`src/smos_pkg.sv`:
```
// Shared constants and types for the supply monitor output sequencer.
package smos_pkg;

    // Clock rate in kHz, period 100 ns.
    localparam int unsigned CLK_KHZ = 10_000;

    // Interval figures in microseconds; values are plain defaults.
    localparam int unsigned RESET_RELEASE_US = 64;
    localparam int unsigned UV_ENABLE_US     = 64;
    localparam int unsigned UV_DISABLE_US    = 64;
    localparam int unsigned OV_ENABLE_US     = 64;
    localparam int unsigned OV_DISABLE_US    = 64;
    localparam int unsigned POWER_ON_US      = 64;
    localparam int unsigned TEMPCOMP_US      = 64;

    // Least times round up to whole cycles.
    localparam int unsigned RESET_RELEASE_CYC = (RESET_RELEASE_US * CLK_KHZ + 999) / 1000;
    localparam int unsigned UV_ENABLE_CYC     = (UV_ENABLE_US * CLK_KHZ + 999) / 1000;
    localparam int unsigned UV_DISABLE_CYC    = (UV_DISABLE_US * CLK_KHZ + 999) / 1000;
    localparam int unsigned OV_ENABLE_CYC     = (OV_ENABLE_US * CLK_KHZ + 999) / 1000;
    localparam int unsigned OV_DISABLE_CYC    = (OV_DISABLE_US * CLK_KHZ + 999) / 1000;
    localparam int unsigned POWER_ON_CYC      = (POWER_ON_US * CLK_KHZ + 999) / 1000;
    localparam int unsigned TEMPCOMP_CYC      = (TEMPCOMP_US * CLK_KHZ + 999) / 1000;

    // Counter width; every count above fits.
    localparam int unsigned CNT_W = 12;

    // Number of synchronised comparator inputs and their bit positions.
    localparam int unsigned CMP_N      = 6;
    localparam int unsigned CMP_POR_HI = 0;
    localparam int unsigned CMP_POR_LO = 1;
    localparam int unsigned CMP_UV_EN  = 2;
    localparam int unsigned CMP_UV_DIS = 3;
    localparam int unsigned CMP_OV_EN  = 4;
    localparam int unsigned CMP_OV_DIS = 5;

    localparam logic [CMP_N-1:0] CMP_RST = 6'h00;

    // Output stage encoding driven to the analog driver.
    localparam logic [1:0] OUT_HIZ    = 2'h0;
    localparam logic [1:0] OUT_GROUND = 2'h1;
    localparam logic [1:0] OUT_MID    = 2'h2;

    typedef enum {
        SMOS_RESET,
        SMOS_RELEASE,
        SMOS_WAIT_UV,
        SMOS_RUN,
        SMOS_LOCKOUT,
        SMOS_OV_SHUT
    } smos_state_t;

endpackage : smos_pkg

```
`src/smos_sequencer.sv`:
```
// Supply supervision sequencer driving output stage and fault pin state.
`timescale 1ns/1ps

// How it works
// Hold reset until threshold and release interval.
// Release counter needs supply held above threshold.
// After release, wait undervoltage-disable interval, mid-scale.
// Power-down threshold reasserts reset, output high-z.
// Qualified undervoltage enters lockout, output grounded.
// Brief undervoltage dip keeps mid-scale output.
// Lockout ends after qualified undervoltage-disable interval.
// Power-down before lockout goes straight high-z.
// Lockout only works in 5 V variant.
// Qualified overvoltage shuts output to high-z.
// Fault pin high-z during overvoltage shutdown.
// Shutdown ends after qualified overvoltage-disable interval.
// Lock bit disables overvoltage detection entirely.
// Overvoltage detection stays available while unlocked.
// Tempcomp valid after power-on plus settle interval.
// Counters clear on deassert; reset, overvoltage, lockout priority.
// Comparator inputs pass two flip-flop synchroniser.
module smos_sequencer #(
    parameter int unsigned RELEASE_CYC = smos_pkg::RESET_RELEASE_CYC,
    parameter int unsigned UVE_CYC     = smos_pkg::UV_ENABLE_CYC,
    parameter int unsigned UVD_CYC     = smos_pkg::UV_DISABLE_CYC,
    parameter int unsigned OVE_CYC     = smos_pkg::OV_ENABLE_CYC,
    parameter int unsigned OVD_CYC     = smos_pkg::OV_DISABLE_CYC,
    parameter int unsigned PO_CYC      = smos_pkg::POWER_ON_CYC,
    parameter int unsigned TC_CYC      = smos_pkg::TEMPCOMP_CYC
) (
    input  wire logic       clk_i,
    input  wire logic       arst_n_i,
    input  wire logic       above_power_up_i,
    input  wire logic       above_power_down_i,
    input  wire logic       below_uv_enable_i,
    input  wire logic       above_uv_disable_i,
    input  wire logic       above_ov_enable_i,
    input  wire logic       below_ov_disable_i,
    input  wire logic       variant_5v_i,
    input  wire logic       com_lock_i,
    output logic            internal_reset_o,
    output logic [1:0]      out_state_o,
    output logic            fault_pin_en_o,
    output logic            tempcomp_valid_o,
    output logic            uv_lockout_o,
    output logic            ov_shutdown_o
);

    localparam int unsigned W = smos_pkg::CNT_W;

    logic [smos_pkg::CMP_N-1:0] meta_ff;
    logic [smos_pkg::CMP_N-1:0] sync_ff;
    logic                       strap_5v_ff;
    logic                       variant_meta_ff;
    logic                       variant_ff;
    logic                       lock_ff;
    logic                       lock_meta_ff;
    smos_pkg::smos_state_t      state_ff;
    logic [W-1:0]               cnt_ff;
    logic [W-1:0]               tc_cnt_ff;
    logic                       ov_pend_ff;
    logic [W-1:0]               ov_cnt_ff;

    // Two-stage synchronisers.
    genvar g;
    logic [smos_pkg::CMP_N-1:0] raw;
    assign raw = {below_ov_disable_i, above_ov_enable_i, above_uv_disable_i,
                  below_uv_enable_i, above_power_down_i, above_power_up_i};
    generate
        for (g = 0; g < smos_pkg::CMP_N; g++) begin : g_sync
            always_ff @(posedge clk_i or negedge arst_n_i) begin
                if (!arst_n_i) begin
                    meta_ff[g] <= smos_pkg::CMP_RST[g];
                    sync_ff[g] <= smos_pkg::CMP_RST[g];
                end else begin
                    meta_ff[g] <= raw[g];
                    sync_ff[g] <= meta_ff[g];
                end
            end
        end
    endgenerate

    // Strap and lock bit come from pins, so both get the same two-stage synchroniser.
    always_ff @(posedge clk_i or negedge arst_n_i) begin
        if (!arst_n_i) begin
            lock_meta_ff    <= 1'b0;
            lock_ff         <= 1'b0;
            variant_meta_ff <= 1'b0;
            variant_ff      <= 1'b0;
        end else begin
            lock_meta_ff    <= com_lock_i;
            lock_ff         <= lock_meta_ff;
            variant_meta_ff <= variant_5v_i;
            variant_ff      <= variant_meta_ff;
        end
    end

    logic por_hi;
    logic por_lo;
    logic uv_low;
    logic uv_ok;
    logic ov_high;
    logic ov_ok;
    logic ov_arm;
    assign por_hi  = sync_ff[smos_pkg::CMP_POR_HI];
    assign por_lo  = sync_ff[smos_pkg::CMP_POR_LO];
    assign uv_low  = sync_ff[smos_pkg::CMP_UV_EN];
    assign uv_ok   = sync_ff[smos_pkg::CMP_UV_DIS];
    assign ov_high = sync_ff[smos_pkg::CMP_OV_EN];
    assign ov_ok   = sync_ff[smos_pkg::CMP_OV_DIS];
    // Lock bit masks overvoltage. Unlocked keeps it live.
    assign ov_arm  = ov_high && !lock_ff;

    // Variant strap caught while held in reset state.
    always_ff @(posedge clk_i or negedge arst_n_i) begin
        if (!arst_n_i) begin
            strap_5v_ff <= 1'b0;
        end else if (state_ff == smos_pkg::SMOS_RESET) begin
            strap_5v_ff <= variant_ff;
        end
    end

    // Main sequence and shared qualification counter.
    always_ff @(posedge clk_i or negedge arst_n_i) begin
        if (!arst_n_i) begin
            state_ff <= smos_pkg::SMOS_RESET;
            cnt_ff   <= '0;
        end else if (!por_lo && state_ff != smos_pkg::SMOS_RESET && state_ff != smos_pkg::SMOS_RELEASE) begin
            // Power-down reasserts reset. No lockout detour.
            state_ff <= smos_pkg::SMOS_RESET;
            cnt_ff   <= '0;
        end else begin
            case (state_ff)
                smos_pkg::SMOS_RESET: begin
                    cnt_ff <= '0;
                    // Release counter starts at power-up threshold.
                    if (por_hi) begin
                        state_ff <= smos_pkg::SMOS_RELEASE;
                    end
                end
                smos_pkg::SMOS_RELEASE: begin
                    // Release only after full interval above threshold.
                    if (!por_hi) begin
                        state_ff <= smos_pkg::SMOS_RESET;
                        cnt_ff   <= '0;
                    end else if (cnt_ff >= W'(RELEASE_CYC - 1)) begin
                        state_ff <= smos_pkg::SMOS_WAIT_UV;
                        cnt_ff   <= '0;
                    end else begin
                        cnt_ff <= cnt_ff + 1'b1;
                    end
                end
                smos_pkg::SMOS_WAIT_UV,
                smos_pkg::SMOS_LOCKOUT: begin
                    // Qualify undervoltage-disable. Exit lockout likewise.
                    if (ov_pend_ff) begin
                        state_ff <= smos_pkg::SMOS_OV_SHUT;
                        cnt_ff   <= '0;
                    end else if (!uv_ok) begin
                        cnt_ff <= '0;
                    end else if (cnt_ff >= W'(UVD_CYC - 1)) begin
                        state_ff <= smos_pkg::SMOS_RUN;
                        cnt_ff   <= '0;
                    end else begin
                        cnt_ff <= cnt_ff + 1'b1;
                    end
                end
                smos_pkg::SMOS_RUN: begin
                    // Overvoltage outranks lockout.
                    if (ov_pend_ff) begin
                        state_ff <= smos_pkg::SMOS_OV_SHUT;
                        cnt_ff   <= '0;
                    // Qualified dip locks out. Short dip clears count.
                    end else if (!(uv_low && strap_5v_ff)) begin
                        cnt_ff <= '0;
                    end else if (cnt_ff >= W'(UVE_CYC - 1)) begin
                        state_ff <= smos_pkg::SMOS_LOCKOUT;
                        cnt_ff   <= '0;
                    end else begin
                        cnt_ff <= cnt_ff + 1'b1;
                    end
                end
                smos_pkg::SMOS_OV_SHUT: begin
                    // Qualified drop ends shutdown; lock also ends it.
                    if (lock_ff) begin
                        state_ff <= smos_pkg::SMOS_RUN;
                        cnt_ff   <= '0;
                    end else if (!ov_ok) begin
                        cnt_ff <= '0;
                    end else if (cnt_ff >= W'(OVD_CYC - 1)) begin
                        state_ff <= smos_pkg::SMOS_RUN;
                        cnt_ff   <= '0;
                    end else begin
                        cnt_ff <= cnt_ff + 1'b1;
                    end
                end
                default: begin
                    state_ff <= smos_pkg::SMOS_RESET;
                    cnt_ff   <= '0;
                end
            endcase
        end
    end

    // Overvoltage enable qualification runs beside the main count.
    always_ff @(posedge clk_i or negedge arst_n_i) begin
        if (!arst_n_i) begin
            ov_cnt_ff  <= '0;
            ov_pend_ff <= 1'b0;
        end else if (!ov_arm || state_ff == smos_pkg::SMOS_OV_SHUT || state_ff == smos_pkg::SMOS_RESET
                     || state_ff == smos_pkg::SMOS_RELEASE) begin
            ov_cnt_ff  <= '0;
            ov_pend_ff <= 1'b0;
        end else if (ov_cnt_ff >= W'(OVE_CYC - 1)) begin
            ov_pend_ff <= 1'b1;
        end else begin
            ov_cnt_ff <= ov_cnt_ff + 1'b1;
        end
    end

    // Power-on plus settle interval after release.
    always_ff @(posedge clk_i or negedge arst_n_i) begin
        if (!arst_n_i) begin
            tc_cnt_ff        <= '0;
            tempcomp_valid_o <= 1'b0;
        end else if (state_ff == smos_pkg::SMOS_RESET || state_ff == smos_pkg::SMOS_RELEASE) begin
            tc_cnt_ff        <= '0;
            tempcomp_valid_o <= 1'b0;
        end else if (tc_cnt_ff >= W'(PO_CYC + TC_CYC - 1)) begin
            tempcomp_valid_o <= 1'b1;
        end else begin
            tc_cnt_ff <= tc_cnt_ff + 1'b1;
        end
    end

    // Registered outputs; the stage follows the state one cycle later.
    always_ff @(posedge clk_i or negedge arst_n_i) begin
        if (!arst_n_i) begin
            internal_reset_o <= 1'b1;
            out_state_o      <= smos_pkg::OUT_HIZ;
            fault_pin_en_o   <= 1'b0;
            uv_lockout_o     <= 1'b0;
            ov_shutdown_o    <= 1'b0;
        end else begin
            internal_reset_o <= (state_ff == smos_pkg::SMOS_RESET) || (state_ff == smos_pkg::SMOS_RELEASE);
            uv_lockout_o     <= state_ff == smos_pkg::SMOS_LOCKOUT;
            ov_shutdown_o    <= state_ff == smos_pkg::SMOS_OV_SHUT;
            // Fault pin released during shutdown.
            fault_pin_en_o   <= (state_ff == smos_pkg::SMOS_RUN) || (state_ff == smos_pkg::SMOS_LOCKOUT)
                                || (state_ff == smos_pkg::SMOS_WAIT_UV);
            case (state_ff)
                smos_pkg::SMOS_RUN:     out_state_o <= smos_pkg::OUT_MID;
                smos_pkg::SMOS_LOCKOUT: out_state_o <= smos_pkg::OUT_GROUND;
                default:                out_state_o <= smos_pkg::OUT_HIZ;
            endcase
        end
    end

    chk_pd_to_reset: assert property (@(posedge clk_i) disable iff (!arst_n_i)
        (!por_lo && state_ff == smos_pkg::SMOS_RUN) |=> ##1 internal_reset_o && out_state_o == smos_pkg::OUT_HIZ)
        else $error("power-down did not reassert reset");
    chk_release_hold: assert property (@(posedge clk_i) disable iff (!arst_n_i)
        (state_ff == smos_pkg::SMOS_RELEASE && !por_hi && por_lo) |=> state_ff == smos_pkg::SMOS_RESET)
        else $error("release counter ignored supply drop");
    chk_wait_hiz: assert property (@(posedge clk_i) disable iff (!arst_n_i)
        state_ff == smos_pkg::SMOS_WAIT_UV |=> out_state_o == smos_pkg::OUT_HIZ)
        else $error("output left high-z before undervoltage qualification");
    chk_lock_ground: assert property (@(posedge clk_i) disable iff (!arst_n_i)
        state_ff == smos_pkg::SMOS_LOCKOUT |=> out_state_o == smos_pkg::OUT_GROUND)
        else $error("lockout did not ground output");
    chk_variant_gate: assert property (@(posedge clk_i) disable iff (!arst_n_i)
        !strap_5v_ff |-> state_ff != smos_pkg::SMOS_LOCKOUT)
        else $error("lockout entered in 3.3 V variant");
    chk_ov_fault_off: assert property (@(posedge clk_i) disable iff (!arst_n_i)
        ov_shutdown_o |-> !fault_pin_en_o && out_state_o == smos_pkg::OUT_HIZ)
        else $error("fault pin active during shutdown");
    chk_lock_masks: assert property (@(posedge clk_i) disable iff (!arst_n_i)
        lock_ff |=> !ov_pend_ff)
        else $error("overvoltage qualified while locked");
    chk_short_dip: assert property (@(posedge clk_i) disable iff (!arst_n_i)
        (state_ff == smos_pkg::SMOS_RUN && !uv_low && !ov_pend_ff && por_lo) |=> cnt_ff == '0)
        else $error("enable count not cleared on recovery");
    chk_tc_after_rel: assert property (@(posedge clk_i) disable iff (!arst_n_i)
        internal_reset_o |-> !tempcomp_valid_o)
        else $error("tempcomp valid while in reset");
    chk_ov_shut_hiz: assert property (@(posedge clk_i) disable iff (!arst_n_i)
        state_ff == smos_pkg::SMOS_OV_SHUT |=> ov_shutdown_o && out_state_o == smos_pkg::OUT_HIZ)
        else $error("shutdown did not release output");
    chk_lockout_exit: assert property (@(posedge clk_i) disable iff (!arst_n_i)
        (state_ff == smos_pkg::SMOS_LOCKOUT && por_lo && !ov_pend_ff && uv_ok && cnt_ff >= W'(UVD_CYC - 1))
        |=> state_ff == smos_pkg::SMOS_RUN) else $error("lockout did not end after qualified recovery");
    chk_fault_restore: assert property (@(posedge clk_i) disable iff (!arst_n_i)
        (state_ff == smos_pkg::SMOS_OV_SHUT && por_lo && !lock_ff && ov_ok && cnt_ff >= W'(OVD_CYC - 1))
        |=> state_ff == smos_pkg::SMOS_RUN ##1 (fault_pin_en_o && out_state_o == smos_pkg::OUT_MID))
        else $error("shutdown exit did not restore output and fault pin");

    cov_lockout: cover property (@(posedge clk_i) disable iff (!arst_n_i) uv_lockout_o);
    cov_ov_shut: cover property (@(posedge clk_i) disable iff (!arst_n_i) ov_shutdown_o);
    cov_run:     cover property (@(posedge clk_i) disable iff (!arst_n_i) out_state_o == smos_pkg::OUT_MID);
    cov_tc:      cover property (@(posedge clk_i) disable iff (!arst_n_i) tempcomp_valid_o);
    cov_wait:    cover property (@(posedge clk_i) disable iff (!arst_n_i) state_ff == smos_pkg::SMOS_WAIT_UV);

endmodule : smos_sequencer

```
`config.mk`:
```
export PLATFORM = sky130hd
export DESIGN_NAME = smos_sequencer
export DESIGN_NICKNAME = d
export VERILOG_FILES = /design/src/smos_pkg.sv /design/src/smos_sequencer.sv
export SDC_FILE = /design/constraint.sdc
export NUM_CORES = 1
export LEC_CHECK = 0
export BUFFER_PORTS_ARGS = -buffer_cell sky130_fd_sc_hd__buf_4
export CAP_MARGIN = 30
export CORE_MARGIN = 2
export CORE_UTILIZATION = 29
export CTS_CLUSTER_DIAMETER = 200
export DETAILED_ROUTE_END_ITERATION = 10
export GPL_TIMING_DRIVEN = 0
export PLACE_DENSITY = 0.48
export SETUP_SLACK_MARGIN = 0.1
export SYNTH_ARGS = -nofsm -noshare
export SYNTH_HDL_FRONTEND = slang
export SYNTH_SLANG_ARGS = --single-unit
```
`constraint.sdc`:
```
create_clock -name clk_i -period 4.6 [get_ports clk_i]
set_input_delay 0.92 -clock clk_i [delete_from_list [all_inputs] [get_ports clk_i]]
set_output_delay 0.92 -clock clk_i [all_outputs]
set_load 0.02 [all_outputs]
```
### After elaboration in Yosys (flattened, before gate mapping)

Cells that the tools add are included.

* memories kept: 0
* output and inout port bits: 7
* bits in registers: 93
* memory bits (read-only): 0
* bits in latches: 0
* input bits: 10
* memory bits (writable): 0

* $mul: 0
* add/sub/neg operators: 3
* order comparisons: 3
* muxes and demuxes: 32
* reduce and logical (&&, ||, !) cells: 20
* bitwise gates (word level): 0
* shift-type cells: 0
* equality and inequality tests: 19
* div/mod/pow operators: 0

Operators with widths (count)
* $mux 32: 12
* $pmux 32 s5: 1
* $mux 12: 13
* $eq 32x3->1 const B: 4
* $eq 32x2->1 const B: 3
* $eq 32x4->1 const B: 2
* $logic_not 32->1: 2
* $pmux 12 s4: 1
* $add 12x1->12 const B: 3
* $eq 32x1->1 const B: 1
* $ne 32x2->1 const B: 1
* $reduce_bool 32->1: 1
* $ge 12x10->1 const B: 2
* $ne 4x4->1 const B: 5
* $ge 12x11->1 const B: 1
* $logic_or 1x1->1: 6
* $reduce_and 6->1: 1
* $logic_and 1x1->1: 4
* $mux 1: 4
* $pmux 2 s2: 1
* $reduce_bool 2->1: 2
* $logic_not 1->1: 3
* $ne 3x3->1 const B: 1
* $ne 2x1->1 const B: 1
* other kinds (2): 2

### Longest topological paths before layout

* word-level depth: 7
* mapped depth: 7
* gate-level depth less buffers: 6

### Least setup slack after synthesis

OpenSTA, ideal clock, no wires.

* path type: register -> register
* start: reg cnt_ff[0]
* end: reg state_ff[2]
* setup time: 0.125 ns
* slack: 2.650 ns
* cell stages (with the launch flop): 7
* buffers on the path: 0
* data arrival time: 1.825 ns
* cells stage by stage: dfrtp_1 ha_1 nand4_1 o211a_1 a31oi_1 a2bb2oi_1 mux2_4

* cells in the longest elaborated chain, start to end: 6
* elaborated cells between the ends (all ways): 11

RTL lines
* from (decl): RTL line smos_sequencer.sv:59 `logic [W-1:0] cnt_ff;`
* from (signal assigned): RTL line smos_sequencer.sv:150 `cnt_ff <= cnt_ff + 1'b1;`
* from (signal assigned): RTL line smos_sequencer.sv:165 `cnt_ff <= cnt_ff + 1'b1;`
* from (signal assigned): RTL line smos_sequencer.sv:180 `cnt_ff <= cnt_ff + 1'b1;`
* $ge 12x10->1 (*)
* $mux 32
* $mux 32, on equally long branches (2 in series)
* $pmux 32 s5
* $mux 32
* to (signal assigned): RTL line smos_sequencer.sv:126 `state_ff <= smos_pkg::SMOS_RESET;`
* to (signal assigned): RTL line smos_sequencer.sv:130 `state_ff <= smos_pkg::SMOS_RESET;`
* to (signal assigned): RTL line smos_sequencer.sv:138 `state_ff <= smos_pkg::SMOS_RELEASE;`
* to (decl): RTL line smos_sequencer.sv:58 `smos_pkg::smos_state_t state_ff;`

Every way passes the cells marked *; elsewhere a longest branch is shown, timed or not. The select of a mux whose other input is x is not followed.
A chain may end at the register's enable or synchronous reset.

### Worst setup path in the final report

Ends and elaborated chain as after synthesis.

==> impl_metrics.csv <==
group,metric,value,unit
run_status,status,"finished clean",
finish,fin_util,0.358,
timing,hold_viol,0,
worst_setup_path,cp.arrival,2560,ps
timing,grt_setup_unrepaired,"false",
global_route,grt_pass1_vias,2361,
yosys,synth_area_per_cell,11.8,sq um
route,first_iter_violations,108,
timing,slew_headroom,0.456,
worst_setup_path,critPathRequiredTime,4820,ps
power,p_int,1.27,mW
global_route,antenna_found_initial,0,
floorplanning,io_pins,17,
finish,final_common_cell,"dfrtp_1",
route,vias,2365,
route,post_drt_wl_per_cell,11.5,microns
finish,fin_cells,552,
yosys,yosysSeqAreaShare,0.623,
placed_design,gp_congestion,0.904,
power,p_leak,1.92,nW
finish,finalInstanceArea,4510,sq um
worst_setup_path,regToRegStartpoint,"cnt_ff[0]",
finish,layout.nets,389,
route,postRouteWirelength,6.33,mm
clock_tree,htreeDepth,3,
timing,maxSlewViolCount,0,
finish,num-fill-cells,1279,
route,antenna_left,0,
yosys,synth_warnings,0,
global_route,grt_overflow,0,
placed_design,placed_cell_area,4220,sq um
flow_run,maxCapViolCount,0,
timing,clock.fmax,427,MHz
placed_design,portBuffers,16,
yosys,synth-seq-cells,93,
floorplanning,dieWidth,118,microns
route,drc,0,
route,dr.pass1.iters,4,
power,powerDensity,357,nW/um^2
clock_tree,postCtsSetupBuffers,0,
timing,period_minus_slack,2340,ps
yosys,synth_cells,318,
clock_tree,cts_buffers,9,
placed_design,dp_hpwl,4.39,mm
finish,area_growth,20.6,%
worst_setup_path,path_max_fanout,6,
yosys,ys.flop_type,"dfrtp_1",
timing,tightest_slew,814,ps
floorplanning,design.core.area,12600,sq um
clock_tree,hold_buffers,0,
timing,finClkSkew,8.83,ps
floorplanning,row_count,41,
worst_setup_path,worstSetupPathType,"flop to flop",
hold_path,min_path_type,"flop to flop",
floorplanning,die_y,118,microns
clock_tree,cts_num_sinks,93,
yosys,synth_edf_count,0,
worst_setup_path,rr_worst_depth,6,
yosys,yosys-top-cells-area,"dfrtp_1 (62%), nor2_1 (4.8%), xnor2_1 (4.2%)",
power,p_sw,0.337,mW
global_route,grt_pass1_wl,11.3,mm
floorplanning,dieArea,13800,sq um
clock_tree,cts.path.max_buffers,2,
yosys,synth_top_area_cell,"dfrtp_1",
global_route,grt_use_total,0.101,
power,p_total,1.61,mW
placed_design,placed_cells,537,
yosys,async_reset_ff_frac,1.00,
clock_tree,cts_resized,0,
finish,final_cell_mix,"dfrtp_1 (92), nor2_1 (48), conb_1 (31), xnor2_1 (18), buf_4 (18)",
yosys,yosysUniqueCellTypes,55,
worst_setup_path,critPathLaunch,"cnt_ff[0]",
global_route,grt_max_degree,58,
worst_setup_path,r2r_end,"state_ff[2]",
power,clkPwrFrac,0.450,
worst_setup_path,crit_path_end,"state_ff[2]",
power,pwr-share-comb,0.024,
clock_tree,clkSlewWorstSetupHoldPaths,70,ps
route,vias_per_cell,4.28,
yosys,syn_area,3740,sq um
worst_setup_path,worst_setup_path_start_kind,"flop",
clock_tree,clock-root-buffer,"clkbuf_16",
clock_tree,clk_latency,340,ps
floorplanning,start_util,0.296,
power,p_seq_frac,0.526,
finish,layout-drive-gt1-share,0.134,
timing,fin_setup_tns,0,ps
timing,setup_viol,0,
worst_setup_path,reg2reg_slack,2260,ps
clock_tree,cts_tree,"built",
finish,antennaDiodeCount,0,
timing,min_period_over_period,0.509,
power,swShare,0.209,
yosys,synth.top_cell.area_share,0.616,
worst_setup_path,cp-end-kind,"flop",
power,ir_worst_vdd,0.265,mV
==> routing by layer <==
layer	routed length, microns	vias to the layer above	track usage
met5	0	-	0
met1	3160	1123	0.140
met4	112	0	0.0459
met2	2770	52	0.146
li1	-	1182	-
met3	294	8	0.0291
==> layout make-up <==
class,count,area [sq um],area share
inverters,15,56.3,0.0125
flip-flops and latches,93,2330,0.516
clock inverters,6,71.3,0.0158
plain buffers,7,42.5,0.00943
well taps,172,215,0.0477
multi-input cells,233,1430,0.316
repair buffers,17,148,0.0327
clock buffers,9,225,0.0499
==> power by group through the flow <==
stage                     clock [mW]  sequential (mW)  combinational (mW)
after floorplan                    0            0.861              0.0126
after global placement             0            0.863              0.0370
after detailed placement           0            0.863              0.0404
after CTS                      0.752            0.848              0.0404
after global routing           0.788            0.849              0.0471
final                          0.726            0.847              0.0389
==> worst max-delay path, stage by stage, from the launching register on <==
cell       delay (ps)
dfrtp_1           380
ha_1              240
nand4_1           160
o211a_1           340
a31oi_1           350
a2bb2oi_1         410
mux2_4            330
==> per-stage QoR <==
step	setup slack, ps	hold WS [ps]
floorplan	2650	331
global placement	2300	337
detailed placement	2300	335
CTS	2300	351
global route	2120	373
finish	2260	351
==> worst min path at each step <==
stage / from / to / slack (ps) / cells past startpoint
2_1_floorplan: lock_meta_ff / lock_ff / 330 / 0
3_3_place_gp: meta_ff[3] / uv_ok / 340 / 0
3_5_place_dp: lock_meta_ff / lock_ff / 330 / 0
4_1_cts: meta_ff[3] / uv_ok / 350 / 0
5_1_grt: meta_ff[0] / por_hi / 370 / 0
6_report: meta_ff[0] / por_hi / 350 / 0
==> cells in the mapped netlist, types with 5 or more instances <==
master	number
xnor2_1	18
o21ai_0	7
nand4_1	5
nand2_1	15
inv_1	15
a21oi_1	11
dfrtp_1	92
nor4_1	10
nand3_1	13
xor2_1	5
nor2_1	48
a211oi_1	5
nor3_1	12
==> registers in the layout, summed over array words and instances, names as in the netlist <==
| name | flops |
|---|---|
| ov_ok | 1 |
| ov_cnt_ff | 12 |
| fault_pin_en_o | 1 |
| lock_ff | 1 |
| lock_meta_ff | 1 |
| tempcomp_valid_o | 1 |
| ov_shutdown_o | 1 |
| uv_ok | 1 |
| internal_reset_o | 1 |
| por_hi | 1 |
| strap_5v_ff | 1 |
| cnt_ff | 12 |
| meta_ff | 6 |
| uv_low | 1 |
| variant_ff | 1 |
| tc_cnt_ff | 12 |
| state_ff | 32 |
| por_lo | 1 |
| uv_lockout_o | 1 |
| ov_pend_ff | 1 |
| variant_meta_ff | 1 |
| out_state_o | 2 |
| ov_high | 1 |
==> logic make-up after synthesis <==
kind of cell / count (synthesis) / share of synthesized area
multiplexers: 4 / 0.0124
AND/OR/NAND/NOR: 126 / 0.164
adder cells (fa/ha/maj): 3 / 0.0100
other: 1 / 0.00100
AO/OA/AOI/OAI: 46 / 0.109
buffers and inverters: 22 / 0.0264
XOR/XNOR: 23 / 0.0539
flip-flops: 93 / 0.623
No activity file was read; power rests on OpenSTA's default activity.
